`config.mk`:
```
export PLATFORM = sky130hd
export DESIGN_NAME = ser_status_top
export DESIGN_NICKNAME = d
export VERILOG_FILES = /design/src/common/ser_pkg.sv /design/src/common/ser_group_if.sv /design/src/rtl/ser_event_group.sv /design/src/rtl/ser_status_top.sv
export SDC_FILE = /design/constraint.sdc
export NUM_CORES = 1
export LEC_CHECK = 0
export ABC_CLOCK_PERIOD_IN_PS = 1400
export BUFFER_PORTS_ARGS = -buffer_cell sky130_fd_sc_hd__buf_2
export CAP_MARGIN = 40
export CORE_MARGIN = 4
export CORE_UTILIZATION = 50
export DETAILED_ROUTE_END_ITERATION = 7
export HOLD_SLACK_MARGIN = 0.08
export PLACE_DENSITY_LB_ADDON = 0.2
export SYNTH_ARGS = -nofsm -noshare
export SYNTH_HDL_FRONTEND = slang
export SYNTH_SLANG_ARGS = --single-unit
```
`constraint.sdc`:
```
create_clock -name sys_clk_in -period 1.4 [get_ports sys_clk_in]
set_clock_uncertainty 0.05 [all_clocks]
set_input_delay 0.28 -clock sys_clk_in [delete_from_list [all_inputs] [get_ports sys_clk_in]]
set_output_delay 0.28 -clock sys_clk_in [all_outputs]
set_load 0.02 [all_outputs]
```
`src/common/ser_pkg.sv`:
```
// constants for the status and event reporting block
// Notes on behaviour
// instrument reset: rising filters pass all bits
// after reset falling filters read zero
// independent rising and falling enables per bit
// writing zero disables that direction for all
// filters and masks written as binary weights
// masked questionable events drive status bit 3
// operation registers sixteen bits, same positions
// condition bit 3 while module busy
// condition bit 4 while gate on
// bit 5 unsupported command, event only
// bit 7 on user gate abort
// bit 8 on detected bit error
// bit 9 when repetitive period ends
// bits 11-13 show alignment activity
// condition register is live, not latched
// event bits latch until cleared
// masked operation events drive status bit 7
// unused bits never set, read zero
// event read returns contents then clears
// questionable condition bits 0,3,5,8,9,10
// clock loss summary feeds bits 5 and 9
// status bit 6 summarises enabled summaries
package ser_pkg;
    localparam int          GRP_W            = 16;
    localparam int          SEL_W            = 4;
    localparam int          SB_W             = 8;

    localparam logic [15:0] QUES_USED        = 16'h0729;
    localparam logic [15:0] OPER_USED        = 16'h3bb8;
    localparam logic [15:0] OPER_COND_USED   = 16'h3b98;

    localparam int          QUES_DATA_LOSS   = 0;
    localparam int          QUES_POWER_LOSS  = 3;
    localparam int          QUES_CLK_LOSS_A  = 5;
    localparam int          QUES_CAL_MISM    = 8;
    localparam int          QUES_CLK_LOSS_B  = 9;
    localparam int          QUES_SYNC_LOSS   = 10;

    localparam int          OPER_MOD_BUSY    = 3;
    localparam int          OPER_GATE_ON     = 4;
    localparam int          OPER_UNSUPP      = 5;
    localparam int          OPER_GATE_ABORT  = 7;
    localparam int          OPER_BIT_ERR     = 8;
    localparam int          OPER_GATE_END    = 9;
    localparam int          OPER_CLK_DATA    = 11;
    localparam int          OPER_THRESH      = 12;
    localparam int          OPER_AUTO_ALIGN  = 13;

    localparam int          SB_QUES          = 3;
    localparam int          SB_MASTER        = 6;
    localparam int          SB_OPER          = 7;

    localparam logic [15:0] QUES_RISE_RST    = QUES_USED;
    localparam logic [15:0] OPER_RISE_RST    = OPER_USED;
    localparam logic [15:0] FALL_RST         = 16'h0000;
    localparam logic [15:0] MASK_RST         = 16'h0000;

    localparam logic [3:0]  SEL_QUES_COND    = 4'h0;
    localparam logic [3:0]  SEL_QUES_EVENT   = 4'h1;
    localparam logic [3:0]  SEL_QUES_RISE    = 4'h2;
    localparam logic [3:0]  SEL_QUES_FALL    = 4'h3;
    localparam logic [3:0]  SEL_QUES_MASK    = 4'h4;
    localparam logic [3:0]  SEL_OPER_COND    = 4'h5;
    localparam logic [3:0]  SEL_OPERATION_EVENT   = 4'h6;
    localparam logic [3:0]  SEL_OPER_RISE    = 4'h7;
    localparam logic [3:0]  SEL_OPER_FALL    = 4'h8;
    localparam logic [3:0]  SEL_OPER_MASK    = 4'h9;
endpackage

```
`src/common/ser_group_if.sv`:
```
// signals between the register file and one event group
interface ser_group_if #(parameter int W = 16);
    logic [W-1:0] cond;
    logic [W-1:0] rise;
    logic [W-1:0] fall;
    logic [W-1:0] mask;
    logic [W-1:0] direct_set;
    logic         rd_clear;
    logic [W-1:0] event_bits;
    logic         summary;

    modport regs (
        output cond,
        output rise,
        output fall,
        output mask,
        output direct_set,
        output rd_clear,
        input  event_bits,
        input  summary
    );

    modport grp (
        input  cond,
        input  rise,
        input  fall,
        input  mask,
        input  direct_set,
        input  rd_clear,
        output event_bits,
        output summary
    );
endinterface

```
`src/rtl/ser_event_group.sv`:
```
// transition filter, latched event register and masked summary
module ser_event_group #(
    parameter int           W    = 16,
    parameter logic [W-1:0] USED = '1
) (
    input  wire logic sys_clk_in,
    input  wire logic rstn_in,
    input  wire logic ce_in,
    ser_group_if.grp  g
);
    logic [W-1:0] prev_cond;
    logic [W-1:0] event_q;
    logic [W-1:0] rise_hit;
    logic [W-1:0] fall_hit;
    logic [W-1:0] next_set;

    // per bit edge detect, each direction gated on its own
    assign rise_hit = g.cond & ~prev_cond & g.rise;
    assign fall_hit = ~g.cond & prev_cond & g.fall;
    assign next_set = (rise_hit | fall_hit | g.direct_set) & USED;

    always_ff @(posedge sys_clk_in or negedge rstn_in) begin
        if (!rstn_in) begin
            prev_cond <= '0;
        end else if (ce_in) begin
            prev_cond <= g.cond;
        end
    end

    // set wins over read clear so no event is lost
    always_ff @(posedge sys_clk_in or negedge rstn_in) begin
        if (!rstn_in) begin
            event_q <= '0;
        end else if (ce_in) begin
            event_q <= (event_q & ~{W{g.rd_clear}}) | next_set;
        end
    end

    assign g.event_bits = event_q;
    assign g.summary    = |(event_q & g.mask);
endmodule

```
`src/rtl/ser_status_top.sv`:
```
// status reporting: questionable and operation groups, command port
module ser_status_top (
    input  wire logic        sys_clk_in,
    input  wire logic        rstn_in,
    input  wire logic        ce_in,
    input  wire logic        inst_reset_in,
    input  wire logic [3:0]  reg_sel_in,
    input  wire logic        wr_en_in,
    input  wire logic        rd_en_in,
    input  wire logic [15:0] wr_data_in,
    input  wire logic [7:0]  srq_enable_in,
    input  wire logic        data_loss_in,
    input  wire logic        power_loss_in,
    input  wire logic        clock_loss_sum_in,
    input  wire logic        calibration_mismatch_in,
    input  wire logic        sync_loss_in,
    input  wire logic        module_busy_flag_in,
    input  wire logic        gate_on_in,
    input  wire logic        unsupported_command_flag_in,
    input  wire logic        gate_abort_in,
    input  wire logic        bit_error_in,
    input  wire logic        gate_end_in,
    input  wire logic        clock_data_centring_in,
    input  wire logic        threshold_centring_in,
    input  wire logic        auto_align_in,
    output logic [15:0]      rd_data_out,
    output logic             rd_valid_out,
    output logic             cmd_error_out,
    output logic [7:0]       status_byte_out
);
    logic [15:0] ques_cond;
    logic [15:0] oper_cond;
    logic [15:0] ques_rise;
    logic [15:0] ques_fall;
    logic [15:0] ques_mask;
    logic [15:0] oper_rise;
    logic [15:0] oper_fall;
    logic [15:0] oper_mask;
    logic [15:0] next_ques_cond;
    logic [15:0] next_oper_cond;
    logic [15:0] oper_direct;
    logic [15:0] wr_q;
    logic [15:0] wr_o;
    logic [15:0] next_rd;
    logic        next_err;
    logic        sel_known;
    logic        sel_ro;
    logic        do_wr;
    logic        do_rd;
    logic [7:0]  next_sb;

    ser_group_if #(.W(ser_pkg::GRP_W)) ques_if ();
    ser_group_if #(.W(ser_pkg::GRP_W)) oper_if ();

    // live condition images, no latching
    always_comb begin
        next_ques_cond = '0;
        next_ques_cond[ser_pkg::QUES_DATA_LOSS]  = data_loss_in;
        next_ques_cond[ser_pkg::QUES_POWER_LOSS] = power_loss_in;
        next_ques_cond[ser_pkg::QUES_CLK_LOSS_A] = clock_loss_sum_in;
        next_ques_cond[ser_pkg::QUES_CAL_MISM]   = calibration_mismatch_in;
        next_ques_cond[ser_pkg::QUES_CLK_LOSS_B] = clock_loss_sum_in;
        next_ques_cond[ser_pkg::QUES_SYNC_LOSS]  = sync_loss_in;
    end

    always_comb begin
        next_oper_cond = '0;
        next_oper_cond[ser_pkg::OPER_MOD_BUSY]   = module_busy_flag_in;
        next_oper_cond[ser_pkg::OPER_GATE_ON]    = gate_on_in;
        next_oper_cond[ser_pkg::OPER_GATE_ABORT] = gate_abort_in;
        next_oper_cond[ser_pkg::OPER_BIT_ERR]    = bit_error_in;
        next_oper_cond[ser_pkg::OPER_GATE_END]   = gate_end_in;
        next_oper_cond[ser_pkg::OPER_CLK_DATA]   = clock_data_centring_in;
        next_oper_cond[ser_pkg::OPER_THRESH]     = threshold_centring_in;
        next_oper_cond[ser_pkg::OPER_AUTO_ALIGN] = auto_align_in;
    end

    // one stage keeps the filter edge and the readback in step
    always_ff @(posedge sys_clk_in or negedge rstn_in) begin
        if (!rstn_in) begin
            ques_cond <= '0;
            oper_cond <= '0;
        end else if (ce_in) begin
            ques_cond <= next_ques_cond & ser_pkg::QUES_USED;
            oper_cond <= next_oper_cond & ser_pkg::OPER_COND_USED;
        end
    end

    // unsupported command has no condition, it goes straight in
    always_comb begin
        oper_direct = '0;
        oper_direct[ser_pkg::OPER_UNSUPP] = unsupported_command_flag_in;
    end

    // command decode; a read and a write together is refused
    assign do_wr = wr_en_in && !rd_en_in;
    assign do_rd = rd_en_in && !wr_en_in;

    always_comb begin
        sel_known = 1'b1;
        sel_ro    = 1'b0;
        unique case (reg_sel_in)
            ser_pkg::SEL_QUES_COND,
            ser_pkg::SEL_QUES_EVENT,
            ser_pkg::SEL_OPER_COND,
            ser_pkg::SEL_OPERATION_EVENT: begin
                sel_ro = 1'b1;
            end
            ser_pkg::SEL_QUES_RISE,
            ser_pkg::SEL_QUES_FALL,
            ser_pkg::SEL_QUES_MASK,
            ser_pkg::SEL_OPER_RISE,
            ser_pkg::SEL_OPER_FALL,
            ser_pkg::SEL_OPER_MASK: begin
                sel_ro = 1'b0;
            end
            default: begin
                sel_known = 1'b0;
            end
        endcase
    end

    // weights summed by the controller land bit for bit
    assign wr_q = wr_data_in & ser_pkg::QUES_USED;
    assign wr_o = wr_data_in & ser_pkg::OPER_USED;

    // filters: instrument reset restores rising and clears falling
    always_ff @(posedge sys_clk_in or negedge rstn_in) begin
        if (!rstn_in) begin
            ques_rise <= ser_pkg::QUES_RISE_RST;
            ques_fall <= ser_pkg::FALL_RST;
        end else if (ce_in) begin
            if (inst_reset_in) begin
                ques_rise <= ser_pkg::QUES_RISE_RST;
                ques_fall <= ser_pkg::FALL_RST;
            end else if (do_wr && reg_sel_in == ser_pkg::SEL_QUES_RISE) begin
                ques_rise <= wr_q;
            end else if (do_wr && reg_sel_in == ser_pkg::SEL_QUES_FALL) begin
                ques_fall <= wr_q;
            end
        end
    end

    always_ff @(posedge sys_clk_in or negedge rstn_in) begin
        if (!rstn_in) begin
            oper_rise <= ser_pkg::OPER_RISE_RST;
            oper_fall <= ser_pkg::FALL_RST;
        end else if (ce_in) begin
            if (inst_reset_in) begin
                oper_rise <= ser_pkg::OPER_RISE_RST;
                oper_fall <= ser_pkg::FALL_RST;
            end else if (do_wr && reg_sel_in == ser_pkg::SEL_OPER_RISE) begin
                oper_rise <= wr_o;
            end else if (do_wr && reg_sel_in == ser_pkg::SEL_OPER_FALL) begin
                oper_fall <= wr_o;
            end
        end
    end

    // masks survive an instrument reset, only power-up clears them
    always_ff @(posedge sys_clk_in or negedge rstn_in) begin
        if (!rstn_in) begin
            ques_mask <= ser_pkg::MASK_RST;
            oper_mask <= ser_pkg::MASK_RST;
        end else if (ce_in) begin
            if (do_wr && reg_sel_in == ser_pkg::SEL_QUES_MASK) begin
                ques_mask <= wr_q;
            end
            if (do_wr && reg_sel_in == ser_pkg::SEL_OPER_MASK) begin
                oper_mask <= wr_o;
            end
        end
    end

    assign ques_if.cond       = ques_cond;
    assign ques_if.rise       = ques_rise;
    assign ques_if.fall       = ques_fall;
    assign ques_if.mask       = ques_mask;
    assign ques_if.direct_set = '0;
    assign ques_if.rd_clear   = ce_in && do_rd &&
                                reg_sel_in == ser_pkg::SEL_QUES_EVENT;

    assign oper_if.cond       = oper_cond;
    assign oper_if.rise       = oper_rise;
    assign oper_if.fall       = oper_fall;
    assign oper_if.mask       = oper_mask;
    assign oper_if.direct_set = oper_direct;
    assign oper_if.rd_clear   = ce_in && do_rd &&
                                reg_sel_in == ser_pkg::SEL_OPERATION_EVENT;

    ser_event_group #(
        .W    (ser_pkg::GRP_W),
        .USED (ser_pkg::QUES_USED)
    ) u_ques (
        .sys_clk_in (sys_clk_in),
        .rstn_in    (rstn_in),
        .ce_in      (ce_in),
        .g          (ques_if)
    );

    ser_event_group #(
        .W    (ser_pkg::GRP_W),
        .USED (ser_pkg::OPER_USED)
    ) u_oper (
        .sys_clk_in (sys_clk_in),
        .rstn_in    (rstn_in),
        .ce_in      (ce_in),
        .g          (oper_if)
    );

    // read mux; event contents are taken before their clear lands
    always_comb begin
        next_rd = '0;
        unique case (reg_sel_in)
            ser_pkg::SEL_QUES_COND:  next_rd = ques_cond;
            ser_pkg::SEL_QUES_EVENT: next_rd = ques_if.event_bits;
            ser_pkg::SEL_QUES_RISE:  next_rd = ques_rise;
            ser_pkg::SEL_QUES_FALL:  next_rd = ques_fall;
            ser_pkg::SEL_QUES_MASK:  next_rd = ques_mask;
            ser_pkg::SEL_OPER_COND:  next_rd = oper_cond;
            ser_pkg::SEL_OPERATION_EVENT: next_rd = oper_if.event_bits;
            ser_pkg::SEL_OPER_RISE:  next_rd = oper_rise;
            ser_pkg::SEL_OPER_FALL:  next_rd = oper_fall;
            ser_pkg::SEL_OPER_MASK:  next_rd = oper_mask;
            default:                 next_rd = '0;
        endcase
    end

    // error: unknown select, write to read-only, or both strobes
    always_comb begin
        next_err = 1'b0;
        if (wr_en_in && rd_en_in) begin
            next_err = 1'b1;
        end else if ((wr_en_in || rd_en_in) && !sel_known) begin
            next_err = 1'b1;
        end else if (wr_en_in && sel_ro) begin
            next_err = 1'b1;
        end
    end

    always_ff @(posedge sys_clk_in or negedge rstn_in) begin
        if (!rstn_in) begin
            rd_data_out   <= '0;
            rd_valid_out  <= 1'b0;
            cmd_error_out <= 1'b0;
        end else if (ce_in) begin
            rd_valid_out  <= do_rd && sel_known;
            cmd_error_out <= next_err;
            if (do_rd && sel_known) begin
                rd_data_out <= next_rd;
            end
        end
    end

    // status byte summary bits; master bit follows enabled summaries
    always_comb begin
        next_sb = '0;
        next_sb[ser_pkg::SB_QUES]   = ques_if.summary;
        next_sb[ser_pkg::SB_OPER]   = oper_if.summary;
        next_sb[ser_pkg::SB_MASTER] =
            (ques_if.summary && srq_enable_in[ser_pkg::SB_QUES]) ||
            (oper_if.summary && srq_enable_in[ser_pkg::SB_OPER]);
    end

    always_ff @(posedge sys_clk_in or negedge rstn_in) begin
        if (!rstn_in) begin
            status_byte_out <= '0;
        end else if (ce_in) begin
            status_byte_out <= next_sb;
        end
    end
endmodule

```
# == Word-level counts from Yosys, hierarchy flattened ==
# Cells that the tools add are included.
# word_totals
reg_bits,160
in_bits,48
out_inout_bits,26
word_cells,104
# classes
n_eq_ne,11
muxes,16
bitwise,23
n_reduce_logical,38
# ops
op,count
$mux W16,10
$pmux W16 S10,1
$and A14 B14 Y14,4
$and A11 B11 Y11,4
$and A16 B16 Y16,2
$not A16 Y16,2
$reduce_or A16 Y1,2
$not A14 Y14,2
$not A11 Y11,2
$logic_and A1 B1 Y1,17
$and A16 B11 Y16,1
$and A16 B14 Y16,1
$eq A4 B3 Y1 const B,4
$or A16 B11 Y16,1
$or A16 B14 Y16,1
$or A14 B14 Y14,1
$or A14 B6 Y14,1
$or A11 B11 Y11,1
$reduce_and A2 Y1,5
$reduce_or A10 Y1,1
$eq A4 B2 Y1 const B,2
$eq A4 B4 Y1 const B,2
$reduce_bool A2 Y1,4
$reduce_and A3 Y1,2
other kinds (7),15

# == Longest topological paths before layout ==
# Gate-level depths: netlist of run 1.
# depth
ltp_word,7
mapped_depth,7
ltp_nobuf,4

# == By module ==
# From an unflattened synthesis of run 1, not the netlist that was laid out.
# hier_totals
cells_unflattened,523
hier_area_um2,6057.1
# by_module_without_submodules
module,n_inst,cells_per_inst,area_per_inst_um2,seq_area_each_um2
ser_status_top,1,344,3888.7,1995.7
ser_event_group at u_oper,1,99,1177.4,625.6
ser_event_group at u_ques,1,80,991.0,550.5

# == Worst setup path before layout of run 1 ==
# No wires, ideal clock.
# synth_timing
path_kind,input-to-reg
start,input reg_sel_in[1]
end,register rd_data_out[8]
setup_time_ns,0.126
arrival_ns,1.344
required_ns,1.224
slack_ns,-0.120
cell_stages,6
n_path_buf,2
cell_sequence,buf_4 -> buf_2 -> o21ai_2 -> nand2_1 -> a211o_1 -> o32a_1
# synth_between
elab_chain_len,5
word_cells_on_any_way,15
classes_between,eq/ne: 9; mux: 2; reduce/logical: 4
# synth_lines
item,line,text
start: declaration,ser_status_top.sv:7,"input wire logic [3:0] reg_sel_in,"
"$eq A4 B2 Y1, or another cell as far along","ser_status_top.sv:102, ser_status_top.sv:214",
$reduce_or A10 Y1 (no line),-,
$mux W1,ser_status_top.sv:102,unique case (reg_sel_in)
$logic_and A1 B1 Y1,ser_status_top.sv:249,if (do_rd && sel_known) begin
$reduce_and A2 Y1 (no line),-,
end signal: assignment,ser_status_top.sv:250,rd_data_out <= next_rd;
end: declaration,ser_status_top.sv:26,"output logic [15:0] rd_data_out,"
# Parallel ways exist; a longest one is shown, timed or not.
# A chain may end at the register's enable or synchronous reset.

# == Worst setup path in the final report of run 1 ==
# layout_timing
start,register oper_mask[3] (netlist: oper_if.mask[3])
end,register status_byte_out[6]
# layout_between
elab_chain_len,4
# layout_lines
item,line,text
start: declaration,ser_status_top.sv:38,logic [15:0] oper_mask;
start signal: assignment,ser_status_top.sv:164,oper_mask <= ser_pkg::MASK_RST;
start signal: assignment,ser_status_top.sv:170,oper_mask <= wr_o;
$and A16 B14 Y16,ser_event_group.sv:40,assign g.summary = |(event_q & g.mask);
$reduce_or A16 Y1,ser_event_group.sv:40,
$logic_and A1 B1 Y1,ser_status_top.sv:262,(oper_if.summary && srq_enable_in[ser_pkg::SB_OPER]);
$logic_or A1 B1 Y1,ser_status_top.sv:261,(ques_if.summary && srq_enable_in[ser_pkg::SB_QUES]) ||
end signal: assignment,ser_status_top.sv:269,status_byte_out <= next_sb;
end: declaration,ser_status_top.sv:29,output logic [7:0] status_byte_out
# Every way passes these cells.

==> results of run 1 <==
==> routing by layer <==
metal	wire [µm]	GRT usage, %	part of all wire, %	vias up
met5	0	0	0	-
met2	7940	41.7	48	181
met3	1070	6.95	6.5	24
met4	257	7.81	1.6	0
met1	7240	37.1	44	2323
li1	-	-	-	2112
==> critical path, delay by kind of cell, from the launching register on <==
kind | cells | cell delay (ns)
flip-flops | 1 | 0.40
AO/OA/AOI/OAI | 3 | 0.69
AND/OR/NAND/NOR | 1 | 0.21
==> synthesized netlist by cell type (4+ instances only) <==
cell        n
clkbuf_1    7
dfstp_2    15
o22a_1     16
and2_1     19
nor2_1     26
buf_4      11
buf_2      11
dfrtp_1   109
inv_1       4
nand2_1    27
a31oi_1     7
mux2_2     55
o21ai_0    22
a22o_1     20
a22oi_1    15
a21oi_1     9
a221oi_1    5
a222oi_1    4
nor2b_1     8
nand3b_1   19
mux2i_1    10
nand3_1     4
==> layout by cell type (no fill, tap or decap), drive strengths merged, types with 2 or more instances in the layout <==
cell and instances:
a221oi 5, clkinv 3, mux2i 10, nor3 4, a22oi 15, dlygate4sd3 22
nor4 4, and3 3, a21oi 10, nor4b 2, nand2 28, o22a 16
dfstp 15, mux2 55, a21o 2, a32o 2, buf 139, o21ai 25
a22o 21, nor2b 8, bufinv 2, clkinvlp 3, nand3 5, a222oi 4
a211o 2, nand3b 20, dfrtp 109, and2 19, conb 5, nor2 26
a41oi 2, a31oi 7, and4bb 2, and3b 3, clkbuf 24, inv 6
==> power by group through the flow <==
stage / Combinational [mW] / Sequential (mW) / Clock [mW]
CTS: 1.61 / 4.23 / 4.52
finish: 1.64 / 4.23 / 4.45
detailed placement: 1.54 / 4.28 / 0
global route: 1.80 / 4.27 / 4.68
floorplan: 0.762 / 4.35 / 0
global placement: 1.51 / 4.27 / 0
==> cells by family after synthesis <==
kind of cell,Yosys count
AO/OA/AOI/OAI,123
XOR/XNOR,1
buffers and inverters,36
flip-flops,124
multiplexers,66
other,1
AND/OR/NAND/NOR,130
==> flip-flops by register name (all words and copies together), names as in the netlist <==
signal	flops
rd_data_out	16
u_oper.g.event_bits	16
u_ques.g.event_bits	16
oper_fall	9
oper_if.mask	9
oper_if.rise	9
oper_cond	8
u_oper.prev_cond	8
ques_fall	6
ques_if.mask	6
ques_if.rise	6
ques_cond	5
u_ques.prev_cond	5
status_byte_out	3
cmd_error_out	1
rd_valid_out	1
==> final cells by class <==
cell class | instances | area (µm²) | area share [%]
flip-flops and latches | 124 | 3120 | 40.5
repair buffers | 162 | 1210 | 15.7
well taps | 143 | 179 | 2.32
inverters | 5 | 18.8 | 0.243
clock inverters | 9 | 110 | 1.43
multi-input cells | 325 | 2570 | 33.3
clock buffers | 23 | 498 | 6.46
==> repair_timing <==
action	in CTS	in global routing
hold buffers	22	0
endpoints found under the setup margin	7	9
hold endpoints to repair	135	0
setup buffers	0	3
pin swaps	2	4
resized for setup	3	8
==> worst max-delay path by stage <==
stage	slack, ns	start	to
after floorplan	-0.08	reg_sel_in[0]	oper_fall[3]
after global placement	-0.43	reg_sel_in[0]	oper_fall[13]
after detailed placement	-0.47	reg_sel_in[0]	oper_fall[13]
after CTS	-0.09	oper_if.mask[3]	status_byte_out[6]
after global routing	-0.21	oper_if.mask[3]	status_byte_out[6]
final	-0.10	oper_if.mask[3]	status_byte_out[6]
==> summary.md, run 1 <==
| Metric | Value |
|---|---|
| EDFF count, synth | 0 |
| Final setup viols | 2 |
| Post-synthesis xor/xnor area fraction | 0.150% |
| Syn avg cell area | 12.1 µm² |
| I/O pin count | 74 |
| Starting density of the core | 51.2% |
| Setup crit end kind | flop |
| Final wirelength | 16.5 mm |
| Post-synth ARST share | 100% |
| P_int | 7.59 mW |
| Worst-path cell chain | a222oi_1 -> nand3_1 -> o21ai_1 -> a31oi_1 |
| DR iter-0 viols | 432 |
| Cells after Synth | 481 |
| Setup WS pre-CTS | -0.472 ns |
| RSZ-0062 raised after global routing | true |
| Clk_lat worst skew | 0.42 ns |
| IO buf count | 57 |
| Detailed Place HPWL | 12.0 mm |
| Congestion Overflow GR | 0 |
| Adder-cell share of the synthesized area | 0% |
| CTS clk-pin slew, worst paths | 0.06 ns |
| Failing checks | negative setup slack |
| P_sw | 2.73 mW |
| Area contributors post-synth | dfrtp_1 47%, mux2_2 11%, dfstp_2 6.7%, a22o_1 3.0%, nand3b_1 2.4% |
| Fin util | 67.5% |
| Primary FF master, synth | dfrtp_1 |
| CP max FO | 3 |
| Slew HR | 63.7% |
| Vias in the first global route | 4,728 |
| Slew @ Worst Pin | 0.545 ns |
| Critical Path Max Stage Delay | 0.40 ns |
| Core area | 11,400 µm² |
| Final hold vios | 0 |
| Final min period | 1.50 ns |
| Worst hold slack | 0.125 ns |
| Compound-cell area share of the yosys netlist | 16.0% |
| CTS Root Cell | clkbuf_16 |
| Synth top area share | 46.7% |
| Hold path depth | 2 |
| Number of max-cap violations | 0 |
| Comb pwr share | 15.9% |
| Die Width | 116 µm |
| Clock Path Buffers | 2 |
| Sw Share | 26.5% |
| Routability cong. | 0.900 |
| Clk sinks | 124 |
| Syn Std Cell Area | 5840 µm² |
| Library cells used by synthesis | 65 |
| TritonCTS clock tree | done |
| Yosys Warn Count | 0 |
| Worst EP required | 1.63 ns |
| Sequential area share after synthesis | 53.4% |
| Worst setup SP type | flop |
| TNS Setup | -0.197 ns |
| Total CTS buffers | 17 |
| Via Count | 4,640 |
| Worst Path Arrival | 1.73 ns |
| Tot Pwr | 10.3 mW |
| Tcrit/Tclk final | 107% |
| Fillers | 885 |
| Routed vias/inst | 5.87 |
| FMAX | 0.665 GHz |
| Main combinational cell family by area after synthesis | compound AO/OA/AOI/OAI gates |
| Post-synthesis sequential element count | 124 |
| Outcome | finished, violations left |
| Static Leak | 3.54 nW |
| First-pass GRT wire length | 26.6 mm |
| Sequential share of power | 41.0% |
| Initial antenna violation count | 0 |
| Synth area leader | dfrtp_1 |
| Reg2reg setup slack | -0.10 ns |
| Post-Place Cells | 734 |
| Reg-to-reg endpoint | status_byte_out[6] |
| Share of cells above drive strength 1 | 40.9% |
| All-Layer GR Usage | 26.7% |
| Hold wc startpoint | wr_data_in[3] |
| # nets final | 683 |
| Detailed Routing Iterations Pass 1 | 5 |
| FP Rows | 39 |
| Area Growth Syn to Fin | 32.0% |
| R2r worst-path depth | 4 |
| Area of placed instances | 6830 µm² |
| Synth Area in Simple Gates | 14.0% |
| Largest net degree at the start of global routing | 70 |
| DIE AREA | 13,500 µm² |
| FF-to-FF Start | oper_if.mask[3] |
| Worst hold path type | in -> reg |
| Final Instance Area | 7710 µm² |
| Power density cells | 1340 nW/µm² |
| Max Transition Viols Final | 0 |
| Critical path type | reg -> reg |
| Post-synthesis mux area share | 12.8% |
| Final setup margin | -0.105 ns |
| Die Height | 116 µm |
| Peak supply drop | 1.52 mV |
| Antenna diode count | 0 |
| Drt wl/cell | 20.9 µm |
| H-tree depth | 4 |
| Remaining DRCs | 0 |
| Non-Filler Instances | 791 |
| CP max-delay cell | dfrtp_1 |
| Final ANT Viol Nets | 0 |
| Clock share of power | 43.1% |
| Hold Path End | ques_if.rise[3] |
Note: power is estimated with default switching activity, not from simulation.
==> inputs of run 2 (changes only) <==
--- a/config.mk
+++ b/config.mk
@@ -11,8 +11,10 @@
 export CORE_MARGIN = 4
 export CORE_UTILIZATION = 50
 export DETAILED_ROUTE_END_ITERATION = 7
+export GPL_TIMING_DRIVEN = 0
 export HOLD_SLACK_MARGIN = 0.08
 export PLACE_DENSITY_LB_ADDON = 0.2
+export RECOVER_POWER = 25
 export SYNTH_ARGS = -nofsm -noshare
 export SYNTH_HDL_FRONTEND = slang
 export SYNTH_SLANG_ARGS = --single-unit
==> run 2 against run 1 <==
Against the previous run: the run still ends with negative setup slack left; hold slack worse by 0.014 ns; first-iteration DRC count up 26%; flip-flop and latch count unchanged; cell count down 4.9%; sequential power about the same; register-to-register slack better by 0.02 ns; die area unchanged; largest power group unchanged; sequential share of layout area up 1.5 points; critical endpoint is now u_ques.g.event_bits[13].
==> summary.md, run 2 (synthesis gave the netlist of run 1 again) <==
| Metric | Value |
|---|---|
| Outcome | finished, violations left |
| Failing checks | negative setup slack |
| Via Count | 4,584 |
| P_sw | 2.60 mW |
| Largest net degree at the start of global routing | 84 |
| Worst setup SP type | input port |
| Final Instance Area | 7430 µm² |
| Die Width | 116 µm |
| CTS clk-pin slew, worst paths | 0.05 ns |
| Routed vias/inst | 6.10 |
| Most frequent cells in the layout | 107 x dfrtp_1, 61 x buf_2, 53 x mux2_2 |
| Remaining DRCs | 0 |
| Slew HR | 50.3% |
| Starting density of the core | 51.2% |
| Worst Path Arrival | 1.74 ns |
| Critical Path Max Stage Delay | 0.47 ns |
| Clk_lat worst skew | 0.41 ns |
| Initial antenna violation count | 0 |
| CP max FO | 10 |
| Number of max-cap violations | 0 |
| Sw Share | 25.5% |
| Peak supply drop | 1.38 mV |
| Tcrit/Tclk final | 106% |
| Most common cell after layout, fill and taps aside | dfrtp_1 |
| Area Growth Syn to Fin | 27.2% |
| Final setup margin | -0.0858 ns |
| Area of placed instances | 6410 µm² |
| P_int | 7.62 mW |
| FP Rows | 39 |
| Final wirelength | 16.4 mm |
| Die Height | 116 µm |
| Slew @ Worst Pin | 0.745 ns |
| TritonCTS clock tree | done |
| FMAX | 0.673 GHz |
| Crit. path cell count | 6 |
| IO buf count | 54 |
| Static Leak | 3.35 nW |
| Drt wl/cell | 21.8 µm |
| R2r worst-path depth | 4 |
| Final setup viols | 12 |
| Total CTS buffers | 17 |
| RSZ-0062 raised after global routing | true |
| All-Layer GR Usage | 25.9% |
| Sequential share of power | 41.4% |
| Vias in the first global route | 4,528 |
| Detailed Place HPWL | 11.1 mm |
| Bufs and invs on worst path | 3 |
| Tot Pwr | 10.2 mW |
| Routability cong. | 0.890 |
| H-tree depth | 4 |
| Clock Path Buffers | 2 |
| Max Transition Viols Final | 0 |
| DR iter-0 viols | 544 |
| Final ANT Viol Nets | 0 |
| CP max-delay cell | nor4b_1 |
| Power density cells | 1380 nW/µm² |
| Final hold vios | 0 |
| Clock share of power | 43.7% |
| Worst EP required | 1.65 ns |
| CTS Root Cell | clkbuf_16 |
| Core area | 11,400 µm² |
| Final min period | 1.49 ns |
| Setup WS pre-CTS | -0.733 ns |
| Hold path depth | 3 |
| Non-Filler Instances | 752 |
| Worst-path cell chain | clkbuf_1 -> buf_6 -> nor4b_1 -> nand2_1 -> clkbuf_8 -> and2_1 |
| First-pass GRT wire length | 25.6 mm |
| Critical path type | in -> reg |
| Post-Place Cells | 683 |
| DIE AREA | 13,500 µm² |
| Worst hold path type | in -> reg |
| Comb pwr share | 14.9% |
| Congestion Overflow GR | 0 |
| I/O pin count | 74 |
| Share of cells above drive strength 1 | 36.1% |
| Setup crit end kind | flop |
| # nets final | 644 |
| Clk sinks | 124 |
| Antenna diode count | 0 |
| Detailed Routing Iterations Pass 1 | 5 |
| Top Family by Delay on Critical Path | simple AND/OR/NAND/NOR gates |
[run 2: layer usage]
metal / part of all wire [%] / GRT usage, % / vias to the layer above
li1: - / - / 2040
met4: 2.7 / 10.1 / 0
met1: 44 / 35.5 / 2307
met5: 0 / 0 / -
met3: 8.0 / 6.42 / 36
met2: 46 / 39.9 / 201
[run 2: power groups by stage]
stage,Sequential [mW],Combinational (mW),Clock (mW)
2_1_floorplan,4.35,0.762,0
3_3_place_gp,4.27,1.37,0
3_5_place_dp,4.28,1.41,0
4_1_cts,4.23,1.49,4.51
5_1_grt,4.27,1.66,4.68
6_report,4.24,1.52,4.47
[run 2: per-stage QoR]
step / hold WS (ns) / TNS, ns / utilization [%]
finish: 0.110 / -0.875 / 65.1
global route: 0.111 / -4.38 / 65.1
CTS: 0.100 / -0.0245 / 64.4
detailed placement: 0.174 / -45.38 / 56.2
global placement: 0.414 / -223.22 / 55.9
floorplan: -0.0656 / -0.787 / -
[run 2: worst paths after layout]
check                                        from                       to  slack (ns)
min reg2reg                u_ques.g.event_bits[7]   u_ques.g.event_bits[7]        0.43
max reg2reg                       oper_if.mask[3]       status_byte_out[6]       -0.08
max in group asynchronous                 rstn_in         oper_if.rise[11]        0.06
min                              srq_enable_in[7]       status_byte_out[6]        0.11
max                                 reg_sel_in[2]  u_ques.g.event_bits[13]       -0.09
min in group asynchronous                 rstn_in          rd_data_out[10]        0.39
[run 2: area by class of cell]
class | count | area [µm²]
buffer | 31 | 254
tap | 143 | 179
sequential | 124 | 3120
fill | 923 | 3990
multi-input combinational | 326 | 2600
inverter | 5 | 21.3
clock inverter | 7 | 110
timing repair buffer | 91 | 649
clock buffer | 25 | 495
[run 2: what timing repair did]
action                                 in CTS  in global routing
hold buffers                               22                  0
setup buffers                              10                  4
endpoints found under the hold margin      67                  0
resized for setup                           8                 21
cloned                                      1                  0
setup endpoints to repair                  61                 38
pin swaps                                   8                  3
[run 2: worst min-delay path, stage by stage]
cell	delay (ns)
buf_2	0.11
o21ai_1	0.06
a31oi_1	0.08
==> inputs of run 3 (changes only) <==
--- a/config.mk
+++ b/config.mk
@@ -9,12 +9,12 @@
 export BUFFER_PORTS_ARGS = -buffer_cell sky130_fd_sc_hd__buf_2
 export CAP_MARGIN = 40
 export CORE_MARGIN = 4
-export CORE_UTILIZATION = 50
+export CORE_UTILIZATION = 34
 export DETAILED_ROUTE_END_ITERATION = 7
 export GPL_TIMING_DRIVEN = 0
 export HOLD_SLACK_MARGIN = 0.08
+export MAX_ROUTING_LAYER = met4
 export PLACE_DENSITY_LB_ADDON = 0.2
-export RECOVER_POWER = 25
 export SYNTH_ARGS = -nofsm -noshare
 export SYNTH_HDL_FRONTEND = slang
 export SYNTH_SLANG_ARGS = --single-unit
==> run 3 against run 2 <==
Against the previous run: the run still ends with negative setup slack left; clock power is 7.6% lower; die area rose by 44%; global-route usage fell by 6.2 points; critical path depth down 1; combinational power rose by 5%; largest power group is now sequential cells; hold slack worse by 0.021 ns; count of clock-buffer cells in the layout down 4; utilization decreased by 20 points; largest cell class unchanged; via count decreased by 1.4%; total power fell by 2.5%.
==> summary.md, run 3 (synthesis gave the netlist of run 1 again) <==
| Metric | Value |
|---|---|
| Final wirelength | 17.8 mm |
| Initial antenna violation count | 0 |
| FP Rows | 47 |
| Setup crit start | u_oper.g.event_bits[3] |
| Final Instance Area | 7580 µm² |
| Critical path type | reg -> reg |
| Routed vias/inst | 5.45 |
| Slew @ Worst Pin | 0.765 ns |
| Total CTS buffers | 17 |
| Congestion Overflow GR | 0 |
| Antenna diode count | 0 |
| Tot Pwr | 9.97 mW |
| Post-Place Cells | 760 |
| TritonCTS clock tree | done |
| M1 WL | 7.99 mm |
| First-pass GRT wire length | 28.2 mm |
| Worst-path cell chain | a222oi_1 -> nand3_1 -> buf_4 -> nor3_2 -> nor2_1 |
| CTS clk-pin slew, worst paths | 0.06 ns |
| Share of cells above drive strength 1 | 38.7% |
| Detailed Place HPWL | 12.2 mm |
| Final hold vios | 0 |
| Tcrit/Tclk final | 107% |
| Highest routed layer | met4 |
| All-Layer GR Usage | 19.7% |
| Most common cell after layout, fill and taps aside | dfrtp_1 |
| Final min period | 1.50 ns |
| Fin util | 45.4% |
| Max Transition Viols Final | 0 |
| I/O pin count | 74 |
| Area of placed instances | 6510 µm² |
| Die Width | 139 µm |
| Setup crit end kind | flop |
| Via Count | 4,522 |
| Critical Path Max Stage Delay | 0.39 ns |
| Worst hold path type | in -> reg |
| Clock Path Buffers | 2 |
| Non-Filler Instances | 830 |
| Core area | 16,700 µm² |
| Clk sinks | 124 |
| DIE AREA | 19,300 µm² |
| # nets final | 645 |
| Peak supply drop | 0.872 mV |
| FF-to-FF Start | u_oper.g.event_bits[3] |
| Worst hold slack | 0.0896 ns |
| Outcome | finished, violations left |
| TNS Setup | -0.190 ns |
| Setup WS pre-CTS | -0.791 ns |
| Largest net degree at the start of global routing | 75 |
| Final ANT Viol Nets | 0 |
| CP max-delay cell | dfrtp_1 |
| Wire length on met2 | 8.48 mm |
| Routed wl met3 | 855 µm |
| Detailed Routing Iterations Pass 1 | 5 |
| Worst EP required | 1.66 ns |
| Final setup viols | 2 |
| Die Height | 139 µm |
| Remaining DRCs | 0 |
| Static Leak | 3.36 nW |
| Power density cells | 1320 nW/µm² |
| RSZ-0062 raised after global routing | true |
| Worst setup SP type | flop |
| FMAX | 0.667 GHz |
| Number of max-cap violations | 0 |
| Most frequent cells in the layout | 107 x dfrtp_1, 62 x buf_2, 53 x mux2_2 |
| CP max FO | 2 |
| Slew HR | 49.0% |
| Starting density of the core | 35.0% |
| IO buf count | 54 |
| H-tree depth | 4 |
| Final setup margin | -0.0993 ns |
| Failing checks | negative setup slack |
| CTS Root Cell | clkbuf_16 |
| Routability cong. | 0.890 |
| Worst Path Arrival | 1.76 ns |
| Drt wl/cell | 21.4 µm |
| Vias in the first global route | 4,589 |
| DR iter-0 viols | 327 |
| Clk_lat worst skew | 0.42 ns |
| Hold wc startpoint | srq_enable_in[7] |
| Area Growth Syn to Fin | 29.7% |
run 3: report_power, final:
part / total, mW / internal (mW) / switching (mW)
logic: 1.60 / 0.730 / 0.865
registers: 4.24 / 3.94 / 0.295
clock network: 4.13 / 2.51 / 1.62
total: 9.97 / 7.19 / 2.78
run 3: path summary, 6_finish.rpt:
path	end	slack, ns	depth (start not counted)
max in group asynchronous	ques_if.rise[5]	0.20	3
worst max register to register	status_byte_out[7]	-0.1	5
min in group asynchronous	rd_data_out[10]	0.33	2
worst min register to register	rd_valid_out	0.42	1
worst max-delay path	status_byte_out[7]	-0.1	5
worst min-delay path	status_byte_out[6]	0.09	3
run 3: area by class of cell:
type                            instances  area [µm²]
Tap cell                              220         275
Multi-Input combinational cell        326        2670
Clock buffer                           21         460
Inverter                                5        21.3
Clock inverter                         11        95.1
Sequential cell                       124        3120
Fill cell                            1559        9120
Buffer                                 31         253
Timing Repair Buffer                   92         677
run 3: critical path, delay by kind of cell, from the launching register on:
| kind | cells | cell delay (ns) |
|---|---|---|
| and+or+nand+nor | 3 | 0.40 |
| DFF | 1 | 0.39 |
| AOI/OAI and AO/OA | 1 | 0.33 |
| buffers and inverters | 1 | 0.21 |
run 3: what timing repair did:
action	in CTS	in global routing
hold endpoints to repair	80	0
setup endpoints to repair	70	51
hold buffers	23	0
resized for setup	12	27
pin swaps	11	7
buffers inserted	11	3
gates cloned	1	0
run 3: routing by layer:
metal	up-vias	GRT usage, %
met5	-	-
met2	138	29.9
li1	2038	-
met3	31	3.93
met4	0	7.62
met1	2315	26.2
